[src/hdl/mrt_pkg.sv]
/*
  Package for the mode, reset and test control block: register addresses,
  field positions, reset values and timing counts.
  Assumes a 40 MHz ref_clk and an 8-bit register space addressed by a 6-bit address.
*/
package mrt_pkg;

  // ****************************************
  // Register addresses
  // ****************************************
  localparam logic [5:0] MRT_ADDR_SOFT_RESET = 6'h00;
  localparam logic [5:0] MRT_ADDR_CONV_LP    = 6'h07;
  localparam logic [5:0] MRT_ADDR_TEST_LOOP  = 6'h0D;
  localparam logic [5:0] MRT_ADDR_RX_BIAS    = 6'h13;
  localparam int         MRT_NUM_REGS        = 64;

  // ****************************************
  // Field positions
  // ****************************************
  localparam int MRT_BIT_SOFT_RESET  = 5;
  localparam int MRT_BIT_CONV_LP     = 4;
  localparam int MRT_BIT_ANA_LOOP    = 7;
  localparam int MRT_BIT_DIG_LOOP    = 6;
  localparam int MRT_BIT_RX_TRISTATE = 5;
  localparam int MRT_CGS_HI          = 7;
  localparam int MRT_CGS_LO          = 5;
  localparam int MRT_SGS_HI          = 4;
  localparam int MRT_SGS_LO          = 3;
  localparam int MRT_CONV_HI         = 2;
  localparam int MRT_CONV_LO         = 0;

  // ****************************************
  // Values
  // ****************************************
  localparam logic [7:0] MRT_RX_BIAS_RST    = 8'h00;
  localparam logic [2:0] MRT_CONV_LP_CODE   = 3'h3;
  localparam logic [7:0] MRT_TEST_LOOP_RST  = 8'h00;
  localparam logic [7:0] MRT_SOFT_RESET_RST = 8'h00;
  localparam logic [7:0] MRT_CONV_LP_RST    = 8'h00;

  // ****************************************
  // Timing
  // ****************************************
  localparam int MRT_CLK_PERIOD_NS  = 25;
  localparam int MRT_RST_MIN_NS     = 50;
  localparam int MRT_RST_MIN_CYCLES =
    (MRT_RST_MIN_NS + MRT_CLK_PERIOD_NS - 1) / MRT_CLK_PERIOD_NS;
  localparam int MRT_CAL_CYCLES     = 16;

endpackage

[src/hdl/mrt_default_rom.sv]
/*
  Default table for the serial-port registers, chosen by the two strap pins.
  Assumes the caller registers the straps; read data comes out of a register.
*/
`timescale 1ns/1ps
module mrt_default_rom
  import mrt_pkg::*;
(
  input  wire logic       ref_clk,
  input  wire logic       duplex_strap,
  input  wire logic       default_select_strap,
  input  wire logic [5:0] rd_addr,
  output logic      [7:0] rd_data
);

  logic [1:0] sel;

  assign sel = {duplex_strap, default_select_strap};

  // ****************************************
  // Table per strap combination
  // ****************************************
  always_ff @(posedge ref_clk) begin
    unique case (rd_addr)
      MRT_ADDR_RX_BIAS:    rd_data <= MRT_RX_BIAS_RST;
      MRT_ADDR_TEST_LOOP:  rd_data <= MRT_TEST_LOOP_RST;
      MRT_ADDR_SOFT_RESET: rd_data <= MRT_SOFT_RESET_RST;
      MRT_ADDR_CONV_LP:    rd_data <= MRT_CONV_LP_RST;
      default:             rd_data <= {6'h00, sel};
    endcase
  end

endmodule

[src/hdl/mrt_reg_ram.sv]
/*
  Register storage for serial-port registers that this block does not decode.
  Assumes single write port and registered read.
*/
`timescale 1ns/1ps
module mrt_reg_ram
  import mrt_pkg::*;
(
  input  wire logic       ref_clk,
  input  wire logic       wr_en,
  input  wire logic [5:0] wr_addr,
  input  wire logic [7:0] wr_data,
  input  wire logic [5:0] rd_addr,
  output logic      [7:0] rd_data
);

  logic [7:0] mem [MRT_NUM_REGS];

  always_ff @(posedge ref_clk) begin
    if (wr_en) begin
      mem[wr_addr] <= wr_data;
    end
  end

  always_ff @(posedge ref_clk) begin
    rd_data <= mem[rd_addr];
  end

endmodule

[src/hdl/mrt_ctrl.sv]
/*
  Mode, reset and test control: strap-selected defaults, hardware and software
  reset, receive bias fields, loopback and receive three-state.
  Assumes the host drives the serial port synchronously to ref_clk as a
  write strobe with address and data, and drives the reset pin nrst.
*/
// Notes on behaviour
// - Bias register: gain, switched, converter fields
// - Bias register resets to all zeros
// - Low-power bit equals converter code 011
// - Duplex strap low half, high full
// - Defaults loaded from strap-chosen table
// - Serial port select high ignores traffic
// - Hardware or software reset restores defaults
// - Only hardware reset starts calibration
// - Resets leave filter pipeline untouched
// - Registers cleared at the first clock edge with reset low
// - Calibration starts on reset rising edge
// - Analog loopback feeds converter into transmit
// - Digital loopback copies transmit to receive in full duplex only
// - Three-state bit floats receive port
`timescale 1ns/1ps
module mrt_ctrl
  import mrt_pkg::*;
(
  input  wire logic       ref_clk,
  input  wire logic       nrst,
  input  wire logic       duplex_strap,
  input  wire logic       default_select_strap,
  input  wire logic       serial_port_select_n,
  input  wire logic       reg_wr,
  input  wire logic       reg_rd,
  input  wire logic [5:0] reg_addr,
  input  wire logic [7:0] reg_wdata,
  input  wire logic [9:0] conv_data,
  input  wire logic [9:0] tx_host_data,
  input  wire logic [5:0] tx_port,
  output logic      [7:0] reg_rdata,
  output logic            reg_rvalid,
  output logic            full_duplex,
  output logic      [2:0] continuous_gain_stage_bias,
  output logic      [1:0] switched_gain_stage_bias,
  output logic      [2:0] transmit_converter_bias,
  output logic      [9:0] tx_path_data,
  output logic      [5:0] rx_port_out,
  output logic      [5:0] rx_port_oe,
  output logic            cal_start,
  output logic            cal_busy
);

  // ****************************************
  // Registers and strap capture
  // ****************************************
  logic [7:0] rx_bias_q;
  logic [7:0] conv_lp_q;
  logic [7:0] test_loop_q;
  logic       soft_reset_q;
  logic       duplex_q;
  logic       defsel_q;
  logic       nrst_q;
  logic [4:0] cal_cnt_q;
  logic       rd_pend_q;
  logic [5:0] rd_addr_q;
  logic       port_wr;
  logic       any_reset;
  logic [2:0] conv_code;
  logic [7:0] ram_rdata;
  logic [7:0] rom_rdata;
  logic [7:0] local_rdata;
  logic       load_q;
  logic [5:0] load_addr_q;
  logic       load_wr_q;
  logic [5:0] load_wr_addr_q;
  logic       ram_wr;
  logic [5:0] ram_waddr;
  logic [7:0] ram_wdata;

  // Serial port is live only while its select pin is low
  assign port_wr   = reg_wr && !serial_port_select_n;
  assign any_reset = !nrst || soft_reset_q;

  // Straps caught by a clocked process; defaults follow the current levels
  always_ff @(posedge ref_clk) begin
    duplex_q <= duplex_strap;
    defsel_q <= default_select_strap;
  end

  // Reset pin history, for the release edge
  always_ff @(posedge ref_clk) begin
    nrst_q <= nrst;
  end

  // ****************************************
  // Controlled registers
  // ****************************************
  // Reset is sampled on the clock: registers clear at the first edge with nrst low
  always_ff @(posedge ref_clk) begin
    if (any_reset) begin
      rx_bias_q   <= MRT_RX_BIAS_RST;
      conv_lp_q   <= MRT_CONV_LP_RST;
      test_loop_q <= MRT_TEST_LOOP_RST;
    end else if (port_wr) begin
      unique case (reg_addr)
        MRT_ADDR_RX_BIAS:   rx_bias_q   <= reg_wdata;
        MRT_ADDR_CONV_LP:   conv_lp_q   <= reg_wdata;
        MRT_ADDR_TEST_LOOP: test_loop_q <= reg_wdata;
        default: ;
      endcase
    end
  end

  // Software reset bit: one cycle of reset, then reads back zero
  always_ff @(posedge ref_clk) begin
    if (!nrst || soft_reset_q) begin
      soft_reset_q <= 1'b0;
    end else if (port_wr && reg_addr == MRT_ADDR_SOFT_RESET) begin
      soft_reset_q <= reg_wdata[MRT_BIT_SOFT_RESET];
    end
  end

  // ****************************************
  // Other registers and defaults
  // ****************************************
  // Each reset restarts a walk that copies the strap-chosen table into the
  // plain registers; host writes to plain registers are dropped while it runs
  always_ff @(posedge ref_clk) begin
    if (any_reset) begin
      load_q      <= 1'b1;
      load_addr_q <= 6'h00;
    end else if (load_q) begin
      load_addr_q <= load_addr_q + 6'h01;
      if (load_addr_q == 6'(MRT_NUM_REGS - 1)) begin
        load_q <= 1'b0;
      end
    end
  end

  // Table data arrive one cycle after the address, so the write lags by one
  always_ff @(posedge ref_clk) begin
    if (any_reset) begin
      load_wr_q      <= 1'b0;
      load_wr_addr_q <= 6'h00;
    end else begin
      load_wr_q      <= load_q;
      load_wr_addr_q <= load_addr_q;
    end
  end

  assign ram_wr    = load_wr_q || (port_wr && !load_q);
  assign ram_waddr = load_wr_q ? load_wr_addr_q : reg_addr;
  assign ram_wdata = load_wr_q ? rom_rdata : reg_wdata;

  mrt_reg_ram u_ram (
    .ref_clk (ref_clk),
    .wr_en   (ram_wr),
    .wr_addr (ram_waddr),
    .wr_data (ram_wdata),
    .rd_addr (reg_addr),
    .rd_data (ram_rdata)
  );

  mrt_default_rom u_rom (
    .ref_clk              (ref_clk),
    .duplex_strap         (duplex_q),
    .default_select_strap (defsel_q),
    .rd_addr              (load_addr_q),
    .rd_data              (rom_rdata)
  );

  // ****************************************
  // Read path
  // ****************************************
  always_ff @(posedge ref_clk) begin
    if (!nrst) begin
      rd_pend_q <= 1'b0;
      rd_addr_q <= 6'h00;
    end else begin
      rd_pend_q <= reg_rd && !serial_port_select_n;
      rd_addr_q <= reg_addr;
    end
  end

  always_comb begin
    unique case (rd_addr_q)
      MRT_ADDR_RX_BIAS:    local_rdata = rx_bias_q;
      MRT_ADDR_CONV_LP:    local_rdata = conv_lp_q;
      MRT_ADDR_TEST_LOOP:  local_rdata = test_loop_q;
      MRT_ADDR_SOFT_RESET: local_rdata = {2'h0, soft_reset_q, 5'h00};
      default:             local_rdata = ram_rdata ^ 8'h00;
    endcase
  end

  always_ff @(posedge ref_clk) begin
    if (!nrst) begin
      reg_rdata  <= 8'h00;
      reg_rvalid <= 1'b0;
    end else begin
      reg_rvalid <= rd_pend_q;
      reg_rdata  <= rd_pend_q ? local_rdata : 8'h00;
    end
  end

  // ****************************************
  // Bias outputs
  // ****************************************
  assign conv_code = conv_lp_q[MRT_BIT_CONV_LP] ? MRT_CONV_LP_CODE
                                                : rx_bias_q[MRT_CONV_HI:MRT_CONV_LO];

  always_ff @(posedge ref_clk) begin
    if (!nrst) begin
      continuous_gain_stage_bias <= 3'h0;
      switched_gain_stage_bias   <= 2'h0;
      transmit_converter_bias    <= 3'h0;
      full_duplex                <= 1'b0;
    end else begin
      continuous_gain_stage_bias <= rx_bias_q[MRT_CGS_HI:MRT_CGS_LO];
      switched_gain_stage_bias   <= rx_bias_q[MRT_SGS_HI:MRT_SGS_LO];
      transmit_converter_bias    <= conv_code;
      full_duplex                <= duplex_q;
    end
  end

  // ****************************************
  // Calibration start
  // ****************************************
  always_ff @(posedge ref_clk) begin
    if (!nrst) begin
      cal_start <= 1'b0;
      cal_cnt_q <= 5'h00;
      cal_busy  <= 1'b0;
    end else begin
      cal_start <= !nrst_q;
      if (!nrst_q) begin
        cal_cnt_q <= 5'(MRT_CAL_CYCLES);
        cal_busy  <= 1'b1;
      end else if (cal_cnt_q != 5'h00) begin
        cal_cnt_q <= cal_cnt_q - 5'h01;
        cal_busy  <= (cal_cnt_q != 5'h01);
      end
    end
  end

  // ****************************************
  // Loopback and receive port
  // ****************************************
  // Data path is not reset so the filter pipeline keeps its contents
  always_ff @(posedge ref_clk) begin
    tx_path_data <= test_loop_q[MRT_BIT_ANA_LOOP] ? conv_data : tx_host_data;
  end

  always_ff @(posedge ref_clk) begin
    if (!nrst) begin
      rx_port_out <= 6'h00;
      rx_port_oe  <= 6'h00;
    end else begin
      rx_port_out <= (test_loop_q[MRT_BIT_DIG_LOOP] && duplex_q) ? tx_port
                                                                 : conv_data[9:4];
      rx_port_oe  <= test_loop_q[MRT_BIT_RX_TRISTATE] ? 6'h00 : 6'h3F;
    end
  end

endmodule

[config.mk]
export PLATFORM = sky130hd
export DESIGN_NAME = mrt_ctrl
export DESIGN_NICKNAME = d
export VERILOG_FILES = /design/src/hdl/mrt_pkg.sv /design/src/hdl/mrt_default_rom.sv /design/src/hdl/mrt_reg_ram.sv /design/src/hdl/mrt_ctrl.sv
export SDC_FILE = /design/constraint.sdc
export NUM_CORES = 1
export LEC_CHECK = 0
export ABC_AREA = 1
export BUFFER_PORTS_ARGS = -buffer_cell sky130_fd_sc_hd__buf_4
export CORE_ASPECT_RATIO = 0.9
export CORE_MARGIN = 4
export CORE_UTILIZATION = 67
export DETAILED_ROUTE_END_ITERATION = 8
export GPL_TIMING_DRIVEN = 0
export PLACE_DENSITY = 0.83
export SETUP_SLACK_MARGIN = 0.2
export SLEW_MARGIN = 20
export SYNTH_ARGS = -nofsm -noshare
export SYNTH_HDL_FRONTEND = slang
export SYNTH_SLANG_ARGS = --single-unit
[constraint.sdc]
create_clock -name ref_clk -period 8.42 [get_ports ref_clk]
set_input_delay 1.263 -clock ref_clk [delete_from_list [all_inputs] [get_ports ref_clk]]
set_output_delay 1.263 -clock ref_clk [all_outputs]
set_load 0.005 [all_outputs]
* Yosys cells after proc, flatten, opt, wreduce, memory -nomap -nowiden
Memory sizes are Yosys's and may differ from the RTL's. A register that Yosys moved wholly into a read port is not among the register bits.
Index checks and enable logic that the tools add are counted.
** Word-level totals
- Bits of input ports :: 47
- Bits in registers :: 104
- Memories :: 1
- Logic and storage cells :: 82
- Bits in writable memories :: 512
** Cells by class
- Bitwise operators :: 1
- Mux-type cells :: 15
- Reduce and logical (&&, ||, !) cells :: 22
- Eq/ne operators :: 12
- Add/sub/neg operators :: 2
** Memory list
- u_ram.mem :: words 64, width 8, read ports 1, clocked after memory_dff 1, write ports 1, RTL line mrt_reg_ram.sv:17 : logic [7:0] mem [MRT_NUM_REGS];
** Operators with widths (number)
- case mux 8 bit (4 select lines) :: 1
- == test 6 x 3 -> 1 bit (second input constant) :: 3
- == test 6 x 4 -> 1 bit (second input constant) :: 3
- == test 6 x 5 -> 1 bit (second input constant) :: 3
- zero test 6 bit :: 3
- 2-to-1 mux 6 bit :: 3
- 2-to-1 mux 10 bit :: 1
- 2-to-1 mux 5 bit :: 2
- AND reduction 2 bit :: 5
- 2-to-1 mux 8 bit :: 1
- adder 6 x 1 -> 6 bit (second input constant) :: 1
- == test 6 bit (second input constant) :: 1
- 2-to-1 mux 1 bit :: 6
- logical AND 1 bit :: 5
- != test 5 x 1 -> 1 bit (second input constant) :: 1
- nonzero test 5 bit :: 1
- subtractor 5 x 1 -> 5 bit (second input constant) :: 1
- zero test 1 bit :: 4
- OR reduction 4 bit :: 1
- logical OR 1 bit :: 2
- 2-to-1 mux 2 bit :: 1
- != test 2 x 1 -> 1 bit (second input constant) :: 1
- OR reduction 2 bit :: 1
- NOT 1 bit :: 1

* Depth between registers and ports, before layout
Gate-level depths: netlist of run 1.
- Depth in word-level cells :: 6
- Depth in mapped cells :: 13

* Hierarchy
From an unflattened synthesis of run 1, not the netlist that was laid out.
** Unflattened totals
- Cell total of the unflattened synthesis :: 2310
- Area total of the unflattened synthesis :: 25161.6 µm²
** By module, submodules not included
- mrt_reg_ram :: times used 1, cells each 1805, area an instance 21339.2 µm²
- mrt_ctrl :: times used 1, cells each 475, area an instance 3637.2 µm²
- mrt_default_rom :: times used 1, cells each 30, area an instance 185.2 µm²

* Worst setup path before layout of run 1
OpenSTA, ideal clock, no wires.
- Path type :: input to register
- From :: input port reg_wdata[0]
- To :: memory u_ram.mem[0][0], data pin
- Setup slack :: 3.870 ns
- Buffers on the path :: 0
- Arrival time :: 3.848 ns
- Stages :: 2
- Data required time :: 7.718 ns
- Setup time :: 0.702 ns
- Cell sequence :: inv_1 > o21ai_0
** On the way
- Word-level cells in the longest chain between the ends :: 1
** Ends and longest elaborated chain
- from (decl) :: RTL line mrt_ctrl.sv:34 : input wire logic [7:0] reg_wdata,
- 2-to-1 mux 8 bit :: RTL line mrt_ctrl.sv:151 : assign ram_wdata = load_wr_q ? rom_rdata : reg_wdata;
- via ram_wdata[0] :: RTL line mrt_ctrl.sv:76 : logic [7:0] ram_wdata;
- to (decl) :: RTL line mrt_reg_ram.sv:17
The timed path passes the listed nets, and every way through them passes these cells.

* Final worst setup path of run 1
- From :: input port reg_addr[0]
- To :: memory u_ram.mem[34][7], enable pin
** On the way
- Word-level cells in the longest chain between the ends :: 1
** Ends and longest elaborated chain
- from (decl) :: RTL line mrt_ctrl.sv:33 : input wire logic [5:0] reg_addr,
- 2-to-1 mux 6 bit :: RTL line mrt_ctrl.sv:150 : assign ram_waddr = load_wr_q ? load_wr_addr_q : reg_addr;
Every way passes these cells.

==> flow_summary_export.csv, run 1 <==
group,metric,value,unit
route,drt-pass1-iter-count,6,
yosys,avgSynthCellArea,9.82,µm²
pwr,power_density,224,nW/µm²
route,post_drt_wl_per_cell,22.3,µm
final_layout,n_fill_cell,2283,
timing,drv_slew,0,
yosys,yosys.area.top_type,"edfxtp_1",
floorplanning,die_h,193,µm
critical_path,worstPathMaxFanout,10,
pwr,leakage,12.5,nW
final_layout,antennaDiodeCount,0,
final_layout,final_util,77.8,%
final_layout,area_delta_synth_final,14.4,%
critical_path,cp_top_family,"simple AND/OR/NAND/NOR gates",
route,viasPerCell,5.95,
yosys,ys_seq_area_share,68.4,%
yosys,ys_top_cells_by_area,"edfxtp_1 60%, nand2_1 16%, dfxtp_1 7.9%",
route,route.detailed.drc,0,
critical_path,critPathMaxStageDelay,1.03,ns
clocking,post-cts-setup-buffer-count,0,
timing,finClkSkew,0.0172,ns
critical_path,cp.required,8.64,ns
yosys,syn_nets,2642,
clocking,ctsResizeCount,0,
clocking,cts_buffer_depth,3,
yosys,synth_cells,2590,
pwr,peakVddDrop,0.000190,V
route,vias,19500,
critical_path,worstSetupPathType,"input port to flop",
floorplanning,rows,67,
yosys,synth-seq-cells,613,
job,max-cap-violations,0,
critical_path,crit_top_cell,"buf_4",
timing,hold_violations,0,
run_status,outcome,"complete, no violations",
global_route,grt_pass1_wl,108,mm
global_route,grt_pass1_vias,18400,
final_layout,fin_nets,2805,
hold_path,hp-class,"flop to flop",
clocking,path_clk_slew,0.06,ns
floorplanning,ioPinCount,89,
global_route,grt_overflow,0,
critical_path,crit_slowest_cell,"nor2_1",
yosys,post-synth-top-area-fraction,60.4,%
clocking,cts_max_level,2,
timing,holdWs,0.415,ns
clocking,clock_latency,0.62,ns
place,finalWeightedCongestion,0.941,
clocking,clock-root-buffer,"clkbuf_16",
route,drt_iter0_markers,3016,
place,hpwl,48.4,mm
critical_path,endpoint_kind,"flop",
floorplanning,die_x,213,µm
timing,tightest_slew,1.15,ns
critical_path,arrival,4.06,ns
final_layout,drive_gt1_share,8.72,%
critical_path,cp-start-kind,"input port",
clocking,clock_sink_count,613,
clocking,tritoncts,"built",
timing,setup_viol,0,
timing,relSlewSlack,22.7,%
route,ant_nets,0,
timing,post-route-min-period,3.84,ns
yosys,synthDistinctLibCells,30,
clocking,ctsHoldBuffers,0,
timing,period_share,45.6,%
global_route,track_usage,35.3,%
floorplanning,coreArea,37400,µm²
floorplanning,start_util,68.1,%
critical_path,path_cells,"buf_4, buf_4, buf_6, o21ai_0, nand4_1, nor2_1",
timing,grt_setup_unrepaired,"no",
clocking,cts_buffers,57,
yosys,netlist_area,25400,µm²
timing,fmax,0.260,GHz
timing,worst_slack,4.58,ns
route,routed_wl,73.1,mm
critical_path,path_buf_inv,3,
global_route,grt_max_degree,35,
yosys,ys_warn_count,0,
floorplanning,die-area,41200,µm²
place,io_buffer_count,87,
global_route,antenna_found_initial,0,
place,post-place-ws,4.18,ns
-- flip-flops by register name, indices dropped and copies added (netlist names), 5 cells and up --
| name | cells |
|---|---|
| cal_cnt_q | 5 |
| conv_lp_q | 8 |
| load_addr_q | 6 |
| load_wr_addr_q | 6 |
| rd_addr_q | 6 |
| reg_rdata | 8 |
| rx_bias_q | 8 |
| rx_port_out | 6 |
| test_loop_q | 8 |
| tx_path_data | 10 |
| u_ram.mem | 512 |
| u_ram.rd_data | 8 |
-- area by class of cell --
| type | instances | area (µm²) | area share (%) |
|---|---|---|---|
| repair buffers | 104 | 1100 | 3.78 |
| clock buffers | 74 | 1540 | 5.30 |
| flip-flops and latches | 613 | 17400 | 59.8 |
| inverters | 284 | 1070 | 3.66 |
| multi-input cells | 1584 | 6580 | 22.6 |
| plain buffers | 109 | 470 | 1.62 |
| clock inverters | 31 | 344 | 1.18 |
| well taps | 483 | 604 | 2.08 |
-- through the flow --
stage,setup TNS [ns],total power [W],cells,instance area [µm²]
2_1_floorplan,0,0.00368,2590,25400
3_3_place_gp,-27.78,0.00388,3160,26700
3_5_place_dp,0,0.00392,3177,27200
4_1_cts,0,0.00649,3282,29100
5_1_grt,0,0.00667,3282,29100
6_report,0,0.00652,3282,29100
-- routing by layer --
layer  part of all wire (%)  global-route usage (%)
met5                  0.046                       0
met4                    5.7                    16.5
met3                     14                    9.93
met2                     45                    54.0
met1                     36                    47.6
-- tightest hold or removal path, stage by stage (launching register included) --
cell and delay (ns):
dfxtp_1 0.30, inv_1 0.04, nor2_1 0.04
-- placed cells by master, fill, tap and decap left out, drive strengths merged --
| master | Yosys | routed |
|---|---|---|
| dfxtp | 101 | 101 |
| bufinv | 0 | 8 |
| a211oi | 1 | 1 |
| inv | 282 | 283 |
| xnor2 | 1 | 1 |
| nand2 | 1054 | 1054 |
| clkbuf | 67 | 141 |
| o21ai | 51 | 51 |
| nand4 | 9 | 9 |
| edfxtp | 512 | 512 |
| nor4 | 2 | 2 |
| a21oi | 71 | 71 |
| clkinv | 2 | 24 |
| nor3 | 12 | 12 |
| nor3b | 1 | 1 |
| or2 | 6 | 6 |
| buf | 42 | 146 |
| o22ai | 5 | 5 |
| nor2 | 204 | 204 |
| o22a | 1 | 1 |
| nand3 | 150 | 150 |
| mux2 | 10 | 10 |
| ha | 5 | 5 |
| xor2 | 1 | 1 |
-- power by group --
part,leakage (nW),switching [W],internal (W)
Clock,0.926,0.00111,0.00153
Sequential,5.50,0.0000157,0.00334
Combinational,6.05,0.000376,0.000151
-- cells by family (layout without fill, tap and decap cells) --
kind of cell | count (synthesis) | in the layout | share of synthesized area, %
adders and majority gates | 5 | 5 | 0.246
buffers and inverters | 393 | 602 | 6.04
and+or+nand+nor | 1438 | 1438 | 22.2
DFF | 613 | 613 | 68.4
xor gates and xnor gates | 2 | 2 | 0.0689
AOI/OAI and AO/OA | 129 | 129 | 2.59
muxes | 10 | 10 | 0.443
-- cell usage after synthesis, drive strengths merged --
cell type and count:
xnor2 1, clkbuf 67, mux2 10, inv 282
dfxtp 101, o21ai 51, nand4 9, buf 42
nand3 150, nor3 12, ha 5, nor2 204
nor3b 1, nor4 2, o22ai 5, or2 6
a211oi 1, clkinv 2, a21oi 71, o22a 1
xor2 1, nand2 1054, edfxtp 512
-- path summary, 6_finish.rpt --
path / startpoint / end / slack (ns) / cells past startpoint
min: defsel_q / u_rom.rd_data[0] / 0.41 / 2
max: reg_addr[0] / u_ram.mem[34][7] / 4.58 / 6
min reg2reg: defsel_q / u_rom.rd_data[0] / 0.41 / 2
max reg2reg: load_wr_q / u_ram.mem[33][7] / 5.03 / 5
(Power assumes the default switching activity.)
==> run 2, diff against run 1 <==
Settings changed: CORE_UTILIZATION 67 to 62, PLACE_DENSITY 0.83 to 0.78.
Clock period 8.42 ns to 3.75 ns, I/O delays scaled along.
==> flow_summary_export.csv, run 2 (synthesized netlist as in run 1, its figures left out) <==
group,metric,value,unit
final_layout,antennaDiodeCount,0,
global_route,track_usage,32.2,%
place,io_buffer_count,87,
final_layout,largest_reg_flops,512,
floorplanning,rows,70,
place,post-place-ws,0.104,ns
floorplanning,coreArea,40600,µm²
floorplanning,die-area,44300,µm²
floorplanning,ioPinCount,89,
final_layout,final_cell_mix,"1054 x nand2_1, 512 x edfxtp_1, 280 x inv_1, 197 x nor2_1, 150 x nand3_1",
final_layout,multiInputGateArea,6580,µm²
clocking,post-cts-setup-buffer-count,0,
timing,tightest_slew,1.09,ns
critical_path,endpoint_kind,"flop",
clocking,clock_sink_count,613,
pwr,switching_share,23.8,%
critical_path,worstSetupPathType,"flop to flop",
timing,hold_violations,0,
final_layout,largestRegisters,"u_ram.mem x512, tx_path_data x10",
pwr,p_switching,0.00339,W
clocking,clock_latency,0.62,ns
clocking,path_clk_slew,0.06,ns
global_route,antenna_found_initial,0,
global_route,grt_max_degree,32,
critical_path,r2r_setup_slack,0.38,ns
final_layout,layout.cells.most_common,"nand2_1",
global_route,grt_pass1_wl,108,mm
pwr,p_comb_share,8.3,%
hold_path,hp-class,"input port to flop",
timing,fmax,0.297,GHz
timing,worst_slack,0.379,ns
critical_path,cp-start-kind,"flop",
final_layout,register_area,17400,µm²
place,dp_cells,3235,
pwr,power_density,490,nW/µm²
clocking,cts_buffer_depth,3,
route,post_drt_wl_per_cell,21.7,µm
pwr,leakage,12.5,nW
floorplanning,start_util,62.7,%
critical_path,critPathLaunch,"load_wr_q",
global_route,grt_overflow,0,
final_layout,area_delta_synth_final,14.4,%
final_layout,fin_nets,2808,
final_layout,final_util,71.8,%
pwr,seqPwrFrac,52.8,%
route,viasPerCell,5.75,
job,max-cap-violations,0,
critical_path,arrival,3.60,ns
clocking,ctsHoldBuffers,0,
timing,setup_viol,0,
critical_path,reg2reg_depth,5,
clocking,cts_buffers,59,
pwr,peakVddDrop,0.000371,V
place,finalWeightedCongestion,1.02,
critical_path,worstPathMaxFanout,8,
route,routed_wl,72.7,mm
timing,drv_slew,0,
timing,grt_setup_unrepaired,"no",
timing,post-route-min-period,3.37,ns
clocking,tritoncts,"built",
timing,holdWs,0.0490,ns
critical_path,cp.required,3.98,ns
pwr,clkPwrFrac,38.9,%
run_status,outcome,"complete, no violations",
clocking,cts_max_level,2,
floorplanning,die_h,200,µm
place,hpwl,48.9,mm
timing,finClkSkew,0.0159,ns
final_layout,drive_gt1_share,8.88,%
final_layout,fin_cells,3345,
final_layout,n_fill_cell,2805,
critical_path,r2r_end,"u_ram.mem[5][6]",
critical_path,endpoint,"u_ram.mem[5][6]",
route,route.detailed.drc,0,
route,drt-pass1-iter-count,6,
clocking,clock-root-buffer,"clkbuf_16",
clocking,ctsResizeCount,0,
pwr,p_int,0.0109,W
critical_path,r2r-start,"load_wr_q",
route,vias,19200,
floorplanning,die_x,222,µm
route,drt_iter0_markers,3006,
final_layout,top_register,"u_ram.mem",
route,ant_nets,0,
timing,period_share,89.9,%
timing,relSlewSlack,27.4,%
global_route,grt_pass1_vias,18000,
==> run 2: changes by cell type in the layout (fill, tap and decap cells not counted), sizes merged <==
cell	delta
clkinvlp	+1
clkbuf	+4
inv	+1
bufinv	-8
clkinv	+7
buf	+1
==> run 2: stage by stage <==
| stage | TNS (ns) | instance area (µm²) | total power (W) |
|---|---|---|---|
| floorplan | 0 | 25400 | 0.00826 |
| CTS | 0 | 29100 | 0.0142 |
| finish | 0 | 29100 | 0.0143 |
| global route | 0 | 29100 | 0.0146 |
| global placement | -677.00 | 26800 | 0.00870 |
| detailed placement | 0 | 27300 | 0.00881 |
==> run 2: worst max-delay path: stages, from the launching register on <==
cell     delay [ns]
dfxtp_1        0.44
inv_1          0.14
or2_2          0.29
o21ai_0        0.23
nand4_1        0.78
nor2_1         1.11
==> run 2: how the worst min path moves through the flow <==
| stage | from | slack, ns | cells after the start | endpoint |
|---|---|---|---|---|
| 3_3_place_gp | defsel_q | 0.40 | 2 | u_rom.rd_data[0] |
| 2_1_floorplan | test_loop_q[5] | 0.39 | 1 | rx_port_oe[4] |
| 6_report | duplex_strap | 0.05 | 1 | duplex_q |
| 3_5_place_dp | defsel_q | 0.40 | 2 | u_rom.rd_data[0] |
| 5_1_grt | duplex_strap | 0.03 | 1 | duplex_q |
| 4_1_cts | duplex_strap | 0.02 | 1 | duplex_q |
==> run 2: area by class of cell <==
class | count | share of cell area [%]
timing repair buffer | 105 | 3.90
tap | 540 | 2.32
inverter | 284 | 3.66
clock inverter | 32 | 0.542
multi-input combinational | 1584 | 22.6
clock buffer | 78 | 5.57
sequential | 613 | 59.8
buffer | 109 | 1.62
==> run 2: power by group through the flow <==
| stage | combinational [W] | clock, W | sequential, W |
|---|---|---|---|
| floorplan | 0.000588 | 0 | 0.00768 |
| global placement | 0.00101 | 0 | 0.00770 |
| detailed placement | 0.00113 | 0 | 0.00767 |
| CTS | 0.00114 | 0.00554 | 0.00753 |
| global route | 0.00126 | 0.00586 | 0.00753 |
| finish | 0.00119 | 0.00554 | 0.00753 |
==> run 2: routing by layer <==
layer / wire [µm] / global-route usage [%]
met1: 26500 / 44.4
met2: 32700 / 50.2
met3: 10300 / 8.91
met4: 3250 / 11.5
met5: 0 / 0
